<file path="src/pkg/cpu_exec_pkg.sv">
// shared constants, operation codes and carriers for the execute block
// assumes a decoder upstream fills exec_cmd_s and one core clock
package cpu_exec_pkg;

    // status flag bit positions in status_flags_register
    localparam int FLAG_C = 0;
    localparam int FLAG_Z = 1;
    localparam int FLAG_N = 2;
    localparam int FLAG_V = 3;
    localparam int FLAG_S = 4;
    localparam int FLAG_H = 5;
    localparam int FLAG_T = 6;
    localparam int FLAG_I = 7;

    localparam logic [7:0] FLAGS_RESET = 8'h00;
    localparam logic [7:0] BYTE_ZERO   = 8'h00;
    localparam int         MSB         = 7;

    // pointer selection and addressing modes
    localparam logic [1:0] PTR_X = 2'h0;
    localparam logic [1:0] PTR_Y = 2'h1;
    localparam logic [1:0] PTR_Z = 2'h2;

    typedef enum logic [1:0] {
        MODE_PLAIN,
        MODE_POST_INC,
        MODE_PRE_DEC,
        MODE_DISP
    } ptr_mode_e;

    typedef enum logic [4:0] {
        OP_NONE,
        OP_BRANCH_FLAG_SET,
        OP_BRANCH_FLAG_CLEAR,
        OP_BRANCH_SIGNED_GE,
        OP_BRANCH_SIGNED_LESS,
        OP_IO_BIT_FORCE_ONE,
        OP_IO_BIT_FORCE_ZERO,
        OP_SHIFT_LEFT_LOGICAL,
        OP_SHIFT_RIGHT_LOGICAL,
        OP_SHIFT_RIGHT_ARITHMETIC,
        OP_ROTATE_LEFT_CARRY,
        OP_ROTATE_RIGHT_CARRY,
        OP_FLAG_FORCE_ONE_INDEXED,
        OP_FLAG_FORCE_ZERO_INDEXED,
        OP_COPY_BIT_TO_TRANSFER,
        OP_COPY_TRANSFER_TO_BIT,
        OP_POINTER_LOAD
    } op_e;

    // one decoded instruction
    typedef struct packed {
        op_e       code;
        logic [4:0] reg_idx;
        logic [2:0] bit_idx;
        logic [6:0] offset;
        logic [5:0] disp;
        logic [1:0] ptr;
        ptr_mode_e  mode;
        logic [4:0] io_addr;
    } exec_cmd_s;

endpackage

</file>
<file path="src/rtl/cpu_branch_bit_load_exec.sv">
// execute unit for branches, bit, shift, flag and indirect load operations
// assumes a register file, data memory and io space answering in-cycle
// What this block does
// - single flag branch: when condition holds pc gets pc plus offset plus one
// - signed ge branches on n xor v zero, signed less on one
// - interrupt enable branches test global enable one or zero
// - io bit force one or zero in two cycles, flags untouched
// - logical shift left, zero into bit 0, updates z c n v
// - logical shift right, zero into bit 7, updates z c n v
// - arithmetic shift right keeps bit 7, updates z c n v
// - rotate left through carry, carry from bit 7
// - rotate right through carry, carry from bit 0
// - set a chosen flag to one in one cycle, others kept
// - clear a chosen flag to zero in one cycle, others kept
// - copy a chosen register bit into the transfer flag
// - copy the transfer flag into a chosen register bit
// - indirect load through x y z, optional post increment, two cycles
// - pre decrement pointer first, then load from new address
// - displacement load from y or z plus constant, pointer kept
`timescale 1ns/100ps

module cpu_branch_bit_load_exec
    import cpu_exec_pkg::*;
#(
    parameter int PC_W   = 12,
    parameter int ADDR_W = 16
) (
    // clock and reset
    input  wire logic              clock,
    input  wire logic              rst_n,
    // command from decoder
    input  wire logic              cmd_valid,
    output logic                   cmd_ready,
    input  wire exec_cmd_s         cmd,
    // register file
    input  wire logic [7:0]        rd_value,
    output logic                   rd_we,
    output logic [4:0]             rd_waddr,
    output logic [7:0]             rd_wdata,
    // pointer pair
    input  wire logic [ADDR_W-1:0] ptr_value,
    output logic                   ptr_we,
    output logic [1:0]             ptr_sel,
    output logic [ADDR_W-1:0]      ptr_wdata,
    // data memory
    output logic                   dmem_re,
    output logic [ADDR_W-1:0]      dmem_addr,
    input  wire logic [7:0]        dmem_rdata,
    // io space
    output logic                   io_re,
    output logic                   io_we,
    output logic [4:0]             io_addr,
    output logic [7:0]             io_wdata,
    input  wire logic [7:0]        io_rdata,
    // core state
    output logic [PC_W-1:0]        pc,
    output logic [7:0]             status_flags,
    output logic                   done
);

    // ----------------------------------------------------------------
    // state
    // ----------------------------------------------------------------
    typedef enum logic [1:0] {
        ST_IDLE,
        ST_BRANCH,
        ST_IO,
        ST_LOAD
    } state_e;

    state_e          state_r;
    state_e          state_nxt;
    logic [PC_W-1:0] pc_r;
    logic [PC_W-1:0] target_r;
    logic [7:0]      flags_r;
    logic [7:0]      flags_nxt;
    logic            take;
    logic            cond;
    logic [7:0]      shift_res;
    logic            shift_c;
    logic            is_shift;
    logic [2:0]      bit_r;
    logic            io_one_r;
    logic [4:0]      ld_reg_r;
    logic            ld_wb_ptr_r;
    logic [ADDR_W-1:0] ld_ptr_r;
    logic [ADDR_W-1:0] ld_addr;
    logic [ADDR_W-1:0] ld_ptr_new;
    logic [PC_W-1:0] offset_ext;
    logic            rd_we_r;
    logic [4:0]      rd_waddr_r;
    logic [7:0]      rd_wdata_r;
    logic            ptr_we_r;
    logic [1:0]      ptr_sel_r;
    logic [ADDR_W-1:0] ptr_wdata_r;
    logic            dmem_re_r;
    logic [ADDR_W-1:0] dmem_addr_r;
    logic            io_re_r;
    logic            io_we_r;
    logic [4:0]      io_addr_r;
    logic [7:0]      io_wdata_r;
    logic            done_r;
    logic            accept;

    assign cmd_ready = (state_r == ST_IDLE);
    assign accept    = cmd_valid && cmd_ready;

    // ----------------------------------------------------------------
    // branch condition and target
    // ----------------------------------------------------------------

    // condition from the selected flag or the signed pair
    always_comb begin
        cond = 1'b0;
        case (cmd.code)
            // covers global enable at index seven
            OP_BRANCH_FLAG_SET:    cond = flags_r[cmd.bit_idx];
            OP_BRANCH_FLAG_CLEAR:  cond = !flags_r[cmd.bit_idx];
            OP_BRANCH_SIGNED_GE:   cond = !(flags_r[FLAG_N] ^ flags_r[FLAG_V]);
            OP_BRANCH_SIGNED_LESS: cond = flags_r[FLAG_N] ^ flags_r[FLAG_V];
            default:               cond = 1'b0;
        endcase
    end

    assign take = accept && cond;

    assign offset_ext = PC_W'($signed(cmd.offset));

    // ----------------------------------------------------------------
    // shifter
    // ----------------------------------------------------------------

    // result and carry out for the five shift forms
    always_comb begin
        shift_res = rd_value;
        shift_c   = flags_r[FLAG_C];
        is_shift  = 1'b1;
        case (cmd.code)
            OP_SHIFT_LEFT_LOGICAL: begin
                shift_res = {rd_value[MSB-1:0], 1'b0};
                shift_c   = rd_value[MSB];
            end
            OP_SHIFT_RIGHT_LOGICAL: begin
                shift_res = {1'b0, rd_value[MSB:1]};
                shift_c   = rd_value[0];
            end
            OP_SHIFT_RIGHT_ARITHMETIC: begin
                shift_res = {rd_value[MSB], rd_value[MSB:1]};
                shift_c   = rd_value[0];
            end
            OP_ROTATE_LEFT_CARRY: begin
                shift_res = {rd_value[MSB-1:0], flags_r[FLAG_C]};
                shift_c   = rd_value[MSB];
            end
            OP_ROTATE_RIGHT_CARRY: begin
                shift_res = {flags_r[FLAG_C], rd_value[MSB:1]};
                shift_c   = rd_value[0];
            end
            default: begin
                is_shift = 1'b0;
            end
        endcase
    end

    // ----------------------------------------------------------------
    // status flags
    // ----------------------------------------------------------------

    // next flags; branches, io and loads leave them alone
    always_comb begin
        flags_nxt = flags_r;
        if (accept) begin
            if (is_shift) begin
                // z c n v from result
                flags_nxt[FLAG_Z] = (shift_res == BYTE_ZERO);
                flags_nxt[FLAG_C] = shift_c;
                flags_nxt[FLAG_N] = shift_res[MSB];
                flags_nxt[FLAG_V] = shift_res[MSB] ^ shift_c;
            end
            case (cmd.code)
                OP_FLAG_FORCE_ONE_INDEXED:  flags_nxt[cmd.bit_idx] = 1'b1;
                OP_FLAG_FORCE_ZERO_INDEXED: flags_nxt[cmd.bit_idx] = 1'b0;
                OP_COPY_BIT_TO_TRANSFER:    flags_nxt[FLAG_T] = rd_value[cmd.bit_idx];
                default:                    ;
            endcase
        end
    end

    // flag register
    always_ff @(posedge clock) begin
        if (!rst_n) begin
            flags_r <= FLAGS_RESET;
        end else begin
            flags_r <= flags_nxt;
        end
    end

    // ----------------------------------------------------------------
    // sequencing
    // ----------------------------------------------------------------

    // second cycle for taken branches, io and loads
    always_comb begin
        state_nxt = ST_IDLE;
        case (state_r)
            ST_IDLE: begin
                if (take) begin
                    state_nxt = ST_BRANCH;
                end else if (accept && (cmd.code == OP_IO_BIT_FORCE_ONE ||
                                        cmd.code == OP_IO_BIT_FORCE_ZERO)) begin
                    state_nxt = ST_IO;
                end else if (accept && cmd.code == OP_POINTER_LOAD) begin
                    state_nxt = ST_LOAD;
                end
            end
            default: state_nxt = ST_IDLE;
        endcase
    end

    always_ff @(posedge clock) begin
        if (!rst_n) begin
            state_r <= ST_IDLE;
        end else begin
            state_r <= state_nxt;
        end
    end

    // ----------------------------------------------------------------
    // program counter
    // ----------------------------------------------------------------

    // target saved, loaded in second cycle
    always_ff @(posedge clock) begin
        if (!rst_n) begin
            target_r <= '0;
        end else if (take) begin
            target_r <= pc_r + offset_ext + PC_W'(1);
        end
    end

    // sequential step on single-cycle ops and on finishing io and load ops
    always_ff @(posedge clock) begin
        if (!rst_n) begin
            pc_r <= '0;
        end else if (state_r == ST_BRANCH) begin
            pc_r <= target_r;
        end else if (state_r != ST_IDLE || (accept && !take)) begin
            if (state_nxt == ST_IDLE) begin
                pc_r <= pc_r + PC_W'(1);
            end
        end
    end

    // ----------------------------------------------------------------
    // io read-modify-write
    // ----------------------------------------------------------------

    // read first cycle, write back second
    always_ff @(posedge clock) begin
        if (!rst_n) begin
            io_re_r    <= 1'b0;
            io_we_r    <= 1'b0;
            io_addr_r  <= '0;
            io_wdata_r <= BYTE_ZERO;
            bit_r      <= '0;
            io_one_r   <= 1'b0;
        end else begin
            io_re_r <= 1'b0;
            io_we_r <= 1'b0;
            if (state_nxt == ST_IO) begin
                io_re_r   <= 1'b1;
                io_addr_r <= cmd.io_addr;
                bit_r     <= cmd.bit_idx;
                io_one_r  <= (cmd.code == OP_IO_BIT_FORCE_ONE);
            end
            if (state_r == ST_IO) begin
                io_we_r             <= 1'b1;
                io_wdata_r          <= io_rdata;
                io_wdata_r[bit_r]   <= io_one_r;
            end
        end
    end

    // ----------------------------------------------------------------
    // indirect load addressing
    // ----------------------------------------------------------------

    // address and new pointer value per mode
    always_comb begin
        ld_addr    = ptr_value;
        ld_ptr_new = ptr_value;
        case (cmd.mode)
            MODE_POST_INC: ld_ptr_new = ptr_value + ADDR_W'(1);
            MODE_PRE_DEC: begin
                ld_ptr_new = ptr_value - ADDR_W'(1);
                ld_addr    = ld_ptr_new;
            end
            // offset only for y and z
            MODE_DISP: begin
                if (cmd.ptr != PTR_X) begin
                    ld_addr = ptr_value + ADDR_W'(cmd.disp);
                end
            end
            default: ld_addr = ptr_value;
        endcase
    end

    // issue memory read, keep pointer update for the second cycle
    always_ff @(posedge clock) begin
        if (!rst_n) begin
            dmem_re_r   <= 1'b0;
            dmem_addr_r <= '0;
            ld_reg_r    <= '0;
            ld_wb_ptr_r <= 1'b0;
            ld_ptr_r    <= '0;
            ptr_sel_r   <= PTR_X;
        end else begin
            dmem_re_r <= 1'b0;
            if (state_nxt == ST_LOAD) begin
                dmem_re_r   <= 1'b1;
                dmem_addr_r <= ld_addr;
                ld_reg_r    <= cmd.reg_idx;
                ptr_sel_r   <= cmd.ptr;
                ld_ptr_r    <= ld_ptr_new;
                ld_wb_ptr_r <= (cmd.mode == MODE_POST_INC) ||
                               (cmd.mode == MODE_PRE_DEC);
            end
        end
    end

    // ----------------------------------------------------------------
    // write back and completion
    // ----------------------------------------------------------------

    // register and pointer write back, done pulse
    always_ff @(posedge clock) begin
        if (!rst_n) begin
            rd_we_r     <= 1'b0;
            rd_waddr_r  <= '0;
            rd_wdata_r  <= BYTE_ZERO;
            ptr_we_r    <= 1'b0;
            ptr_wdata_r <= '0;
            done_r      <= 1'b0;
        end else begin
            rd_we_r  <= 1'b0;
            ptr_we_r <= 1'b0;
            done_r   <= (state_r != ST_IDLE) || (accept && state_nxt == ST_IDLE);
            if (accept && is_shift) begin
                rd_we_r    <= 1'b1;
                rd_waddr_r <= cmd.reg_idx;
                rd_wdata_r <= shift_res;
            end
            if (accept && cmd.code == OP_COPY_TRANSFER_TO_BIT) begin
                rd_we_r                  <= 1'b1;
                rd_waddr_r               <= cmd.reg_idx;
                rd_wdata_r               <= rd_value;
                rd_wdata_r[cmd.bit_idx]  <= flags_r[FLAG_T];
            end
            if (state_r == ST_LOAD) begin
                rd_we_r     <= 1'b1;
                rd_waddr_r  <= ld_reg_r;
                rd_wdata_r  <= dmem_rdata;
                ptr_we_r    <= ld_wb_ptr_r;
                ptr_wdata_r <= ld_ptr_r;
            end
        end
    end

    // ----------------------------------------------------------------
    // outputs
    // ----------------------------------------------------------------
    assign rd_we        = rd_we_r;
    assign rd_waddr     = rd_waddr_r;
    assign rd_wdata     = rd_wdata_r;
    assign ptr_we       = ptr_we_r;
    assign ptr_sel      = ptr_sel_r;
    assign ptr_wdata    = ptr_wdata_r;
    assign dmem_re      = dmem_re_r;
    assign dmem_addr    = dmem_addr_r;
    assign io_re        = io_re_r;
    assign io_we        = io_we_r;
    assign io_addr      = io_addr_r;
    assign io_wdata     = io_wdata_r;
    assign pc           = pc_r;
    assign status_flags = flags_r;
    assign done         = done_r;

endmodule

</file>
<file path="config.mk">
export PLATFORM = sky130hd
export DESIGN_NAME = cpu_branch_bit_load_exec
export DESIGN_NICKNAME = d
export VERILOG_FILES = /design/src/pkg/cpu_exec_pkg.sv /design/src/rtl/cpu_branch_bit_load_exec.sv
export SDC_FILE = /design/constraint.sdc
export NUM_CORES = 1
export LEC_CHECK = 0
export ABC_AREA = 1
export BUFFER_PORTS_ARGS = -buffer_cell sky130_fd_sc_hd__buf_2
export CAP_MARGIN = 30
export CORE_ASPECT_RATIO = 1.5
export CORE_MARGIN = 1.5
export CORE_UTILIZATION = 50
export CTS_CLUSTER_DIAMETER = 80
export DETAILED_ROUTE_END_ITERATION = 12
export PLACE_DENSITY = 0.74
export SLEW_MARGIN = 20
export SYNTH_ARGS = -nofsm -noshare
export SYNTH_HDL_FRONTEND = slang
export SYNTH_SLANG_ARGS = --single-unit
</file>
<file path="constraint.sdc">
create_clock -name clock -period 1.9 [get_ports clock]
set_clock_uncertainty 0.15 [all_clocks]
set_input_delay 0.095 -clock clock [delete_from_list [all_inputs] [get_ports clock]]
set_output_delay 0.095 -clock clock [all_outputs]
set_load 0.01 [all_outputs]
</file>
==> impl_metrics.prom <==
# TYPE chip_impl_metric gauge
chip_impl_info{name="cts_tree",value="done"} 1
chip_impl_info{name="worst_hold_startpoint",value="rd_value[6]"} 1
chip_impl_metric{name="tritoncts.num_buffers",unit=""} 17
chip_impl_info{name="clockRootBuffer",value="clkbuf_16"} 1
chip_impl_metric{name="clk_pin_slew_worst_paths",unit="ns"} 0.06
chip_impl_metric{name="worst-path-max-fanout",unit=""} 3
chip_impl_metric{name="ir_drop",unit="uV"} 413
chip_impl_metric{name="layout.area.seq",unit="mm2"} 0.00253
chip_impl_metric{name="cts-htree-levels",unit=""} 4
chip_impl_info{name="setup.worst_path.start_class",value="flip-flop"} 1
chip_impl_metric{name="timing.final.max_slew_violations",unit=""} 0
chip_impl_metric{name="ios",unit=""} 165
chip_impl_metric{name="initial_antenna_violation_count",unit=""} 0
chip_impl_info{name="rsz0062_at_grt",value="true"} 1
chip_impl_metric{name="detail_route.wl_per_cell",unit="um"} 15.5
chip_impl_info{name="synth_ff_type",value="dfxtp_1"} 1
chip_impl_metric{name="layout_min_cycle_time",unit="ns"} 1.98
chip_impl_metric{name="grt_pass1_vias",unit=""} 8753
chip_impl_metric{name="instances_no_fill",unit=""} 1685
chip_impl_metric{name="clockBufferDepth",unit=""} 2
chip_impl_metric{name="seq_area_frac_synth",unit="%"} 32.0
chip_impl_metric{name="timing.final.hold_violations",unit=""} 0
chip_impl_metric{name="synth-edff-count",unit=""} 0
chip_impl_metric{name="globalplace.congestion",unit=""} 0.961
chip_impl_metric{name="fillerInstances",unit=""} 1435
chip_impl_metric{name="dp.cells",unit=""} 1596
chip_impl_metric{name="drt-vias-per-instance",unit=""} 5.54
chip_impl_info{name="status",value="finished with violations"} 1
chip_impl_metric{name="final_worst_path_period_share",unit="%"} 104
chip_impl_metric{name="worst_ep_arrival_time",unit="ns"} 2.12
chip_impl_info{name="post_synth_most_frequent_cells",value="225 x nand2_1, 146 x o21ai_0, 144 x nor2_1"} 1
chip_impl_metric{name="ys.warnings.count",unit=""} 0
chip_impl_metric{name="detail-route-antenna-nets",unit=""} 0
chip_impl_metric{name="syn-instance-count",unit=""} 1211
chip_impl_info{name="yosys.cell_count.top_type",value="nand2_1"} 1
chip_impl_metric{name="dr.first_iter.drc_count",unit=""} 620
chip_impl_metric{name="die-area",unit="mm2"} 0.0165
chip_impl_metric{name="final_nets",unit=""} 1572
chip_impl_metric{name="clock_insertion_delay_worst_skew",unit="ns"} 0.41
chip_impl_metric{name="avgSynthCellArea",unit="um2"} 6.51
chip_impl_info{name="timing_worst_setup_path_type",value="flip-flop to flip-flop"} 1
chip_impl_metric{name="fin_hold_ws",unit="ns"} 0.00698
chip_impl_metric{name="static-leakage-power",unit="nW"} 4.99
chip_impl_metric{name="die_y",unit="um"} 157
chip_impl_metric{name="dp.final_hpwl",unit="um"} 18800
chip_impl_metric{name="grt_overflow",unit=""} 0
chip_impl_metric{name="site_rows",unit=""} 56
chip_impl_metric{name="async_reset_ff_share",unit="%"} 0
chip_impl_metric{name="grt_usage",unit="%"} 30.6
chip_impl_info{name="timing.hold.worst.class",value="input pin to flip-flop"} 1
chip_impl_metric{name="remaining_drc_errors",unit=""} 0
chip_impl_metric{name="area_growth",unit="%"} 34.3
chip_impl_metric{name="timing.fmax",unit="MHz"} 505
chip_impl_metric{name="grt_start_max_net_pins",unit=""} 69
chip_impl_metric{name="worst_pin_slew",unit="ns"} 0.491
chip_impl_metric{name="antennaDiodeCount",unit=""} 0
chip_impl_metric{name="worst_slack",unit="ns"} -0.0784
chip_impl_metric{name="initial_core_util",unit="%"} 50.7
chip_impl_metric{name="port_buffers",unit=""} 164
chip_impl_metric{name="netlist_area",unit="mm2"} 0.00788
chip_impl_metric{name="global_route_wire_length_before_repair",unit="um"} 40800
chip_impl_metric{name="die_x",unit="um"} 106
chip_impl_metric{name="number_of_different_library_cells_in_the_post_synthesis_netlist",unit=""} 51
chip_impl_metric{name="synth-seq-cells",unit=""} 126
chip_impl_metric{name="max-cap-violations",unit=""} 0
chip_impl_info{name="critical_path.startpoint",value="pc[0]$_SDFFE_PN0P_"} 1
chip_impl_metric{name="clock_sink_count",unit=""} 126
chip_impl_metric{name="postLayoutCellArea",unit="mm2"} 0.0106
chip_impl_info{name="post_synth_main_area_contributors",value="dfxtp_1 32%, nand2_1 11%, o21ai_0 9.3%"} 1
chip_impl_info{name="worstReg2RegStart",value="pc[0]$_SDFFE_PN0P_"} 1
chip_impl_metric{name="power_density",unit="mW/mm2"} 750
chip_impl_metric{name="synth_top_area_share",unit="%"} 32.0
chip_impl_metric{name="multi_input_comb_area",unit="mm2"} 0.00476
chip_impl_metric{name="postRouteWirelength",unit="um"} 26200
chip_impl_metric{name="detailroute.via_count",unit=""} 9334
chip_impl_info{name="violations",value="setup timing"} 1
chip_impl_metric{name="worst-endpoint-required",unit="ns"} 2.05
chip_impl_metric{name="placement.cell_area",unit="mm2"} 0.00928
chip_impl_metric{name="setup-violations-final",unit=""} 2
chip_impl_info{name="worst_setup_path_end_kind",value="flip-flop"} 1
chip_impl_metric{name="coreArea",unit="mm2"} 0.0156
chip_impl_metric{name="iteration_count_of_the_initial_detailed_routing_pass",unit=""} 5
chip_impl_info{name="synthDominantAreaCellType",value="dfxtp_1"} 1
chip_impl_metric{name="mappedNetlistNets",unit=""} 1314
chip_impl_metric{name="final_layout_size_suffix_gt1_share",unit="%"} 24.1
chip_impl_metric{name="max_slew_margin",unit="%"} 67.2
-- state kept, by name, summed over array words and instances (netlist names), 7 cells and up, named ones only --
signal	flops
status_flags	7
target_r	12
rd_wdata	8
io_wdata	8
ld_ptr_r	16
dmem_addr	16
ptr_wdata	16
pc	12
-- area by class of cell --
class                           count  area share (%)
Multi-Input combinational cell    903            45.0
Sequential cell                   126            23.9
Timing Repair Buffer              293            18.6
Inverter                          128            4.61
Clock buffer                       20            4.22
Tap cell                          203            2.40
Clock inverter                     12            1.30
-- metal layers --
| metal | track usage [%] | up-vias | share of wire [%] |
|---|---|---|---|
| li1 | - | 4623 | - |
| met1 | 32.0 | 4226 | 37 |
| met2 | 57.3 | 376 | 52 |
| met3 | 4.29 | 109 | 5.3 |
| met4 | 19.0 | 0 | 5.4 |
| met5 | 0 | - | 0 |
-- metrics by stage --
stage          power, mW  worst slack (ns)  utilization (%)  setup TNS (ns)
6_report            7.94           -0.0784             68.1          -0.112
5_1_grt             8.29            -0.189             68.1          -0.571
4_1_cts             7.86           -0.0942             66.8          -0.341
3_5_place_dp        4.49            -0.169             59.7          -0.573
3_3_place_gp        4.47           -0.0881             59.7          -0.226
2_1_floorplan       3.90           -0.0160                -         -0.0160
-- worst paths after layout --
check | to | slack (ns) | cells after the start
worst min register to register | flip-flop | 0.31 | 2
worst min-delay path | status_flags[6]$_SDFFE_PN0P_ | 0.007 | 5
worst max register to register | target_r[10]$_SDFFE_PN0P_ | -0.08 | 13
worst max-delay path | target_r[10]$_SDFFE_PN0P_ | -0.08 | 13
-- repair_timing --
item | in CTS | in global routing
hold endpoints to repair | 69 | 12
setup endpoints to repair | 13 | 42
buffers inserted | 4 | 4
hold buffers | 45 | 4
cloned | 0 | 1
pin swaps | 5 | 12
gates resized for setup | 12 | 43
-- kinds of logic after synthesis --
group           synth area share [%]
fa+ha+maj                       4.16
compound gates                  22.5
simple gates                    30.1
xor+xnor                        1.67
flops                           32.0
buf+inv                         9.48
-- worst max-delay path: stages (launching register included) --
cell and delay, ns:
dfxtp_4 0.35, inv_2 0.06, ha_4 0.12, inv_2 0.04
fa_2 0.34, nand3_2 0.08, nand2_2 0.06, nand4_1 0.09
nand2_1 0.07, nand2_2 0.09, nand2_2 0.07, a21oi_2 0.16
or2_4 0.13, a21oi_1 0.05
-- placed cells by master (no fill, tap or decap), types with 6 or more instances in the layout --
| master | netlist | final |
|---|---|---|
| nand2_1 | 225 | 216 |
| buf_2 | 18 | 162 |
| o21ai_0 | 146 | 144 |
| nor2_1 | 144 | 134 |
| dfxtp_1 | 126 | 120 |
| inv_1 | 112 | 109 |
| a21oi_1 | 105 | 100 |
| nand3_1 | 101 | 100 |
| buf_4 | 3 | 76 |
| dlygate4sd3_1 | 0 | 48 |
| nand4_1 | 22 | 22 |
| o211ai_1 | 21 | 21 |
| nor3_1 | 21 | 20 |
| ha_1 | 23 | 20 |
| clkbuf_16 | 0 | 17 |
| inv_2 | 13 | 15 |
| nand2_2 | 7 | 15 |
| a31oi_1 | 15 | 15 |
| nor2_2 | 4 | 13 |
| xor2_1 | 9 | 9 |
| xnor2_1 | 6 | 6 |
-- power breakdown --
group	internal (mW)	switching, mW
clock	1.98	1.27
combinational	0.766	1.09
sequential	2.75	0.0812
(Power assumes the default switching activity.)
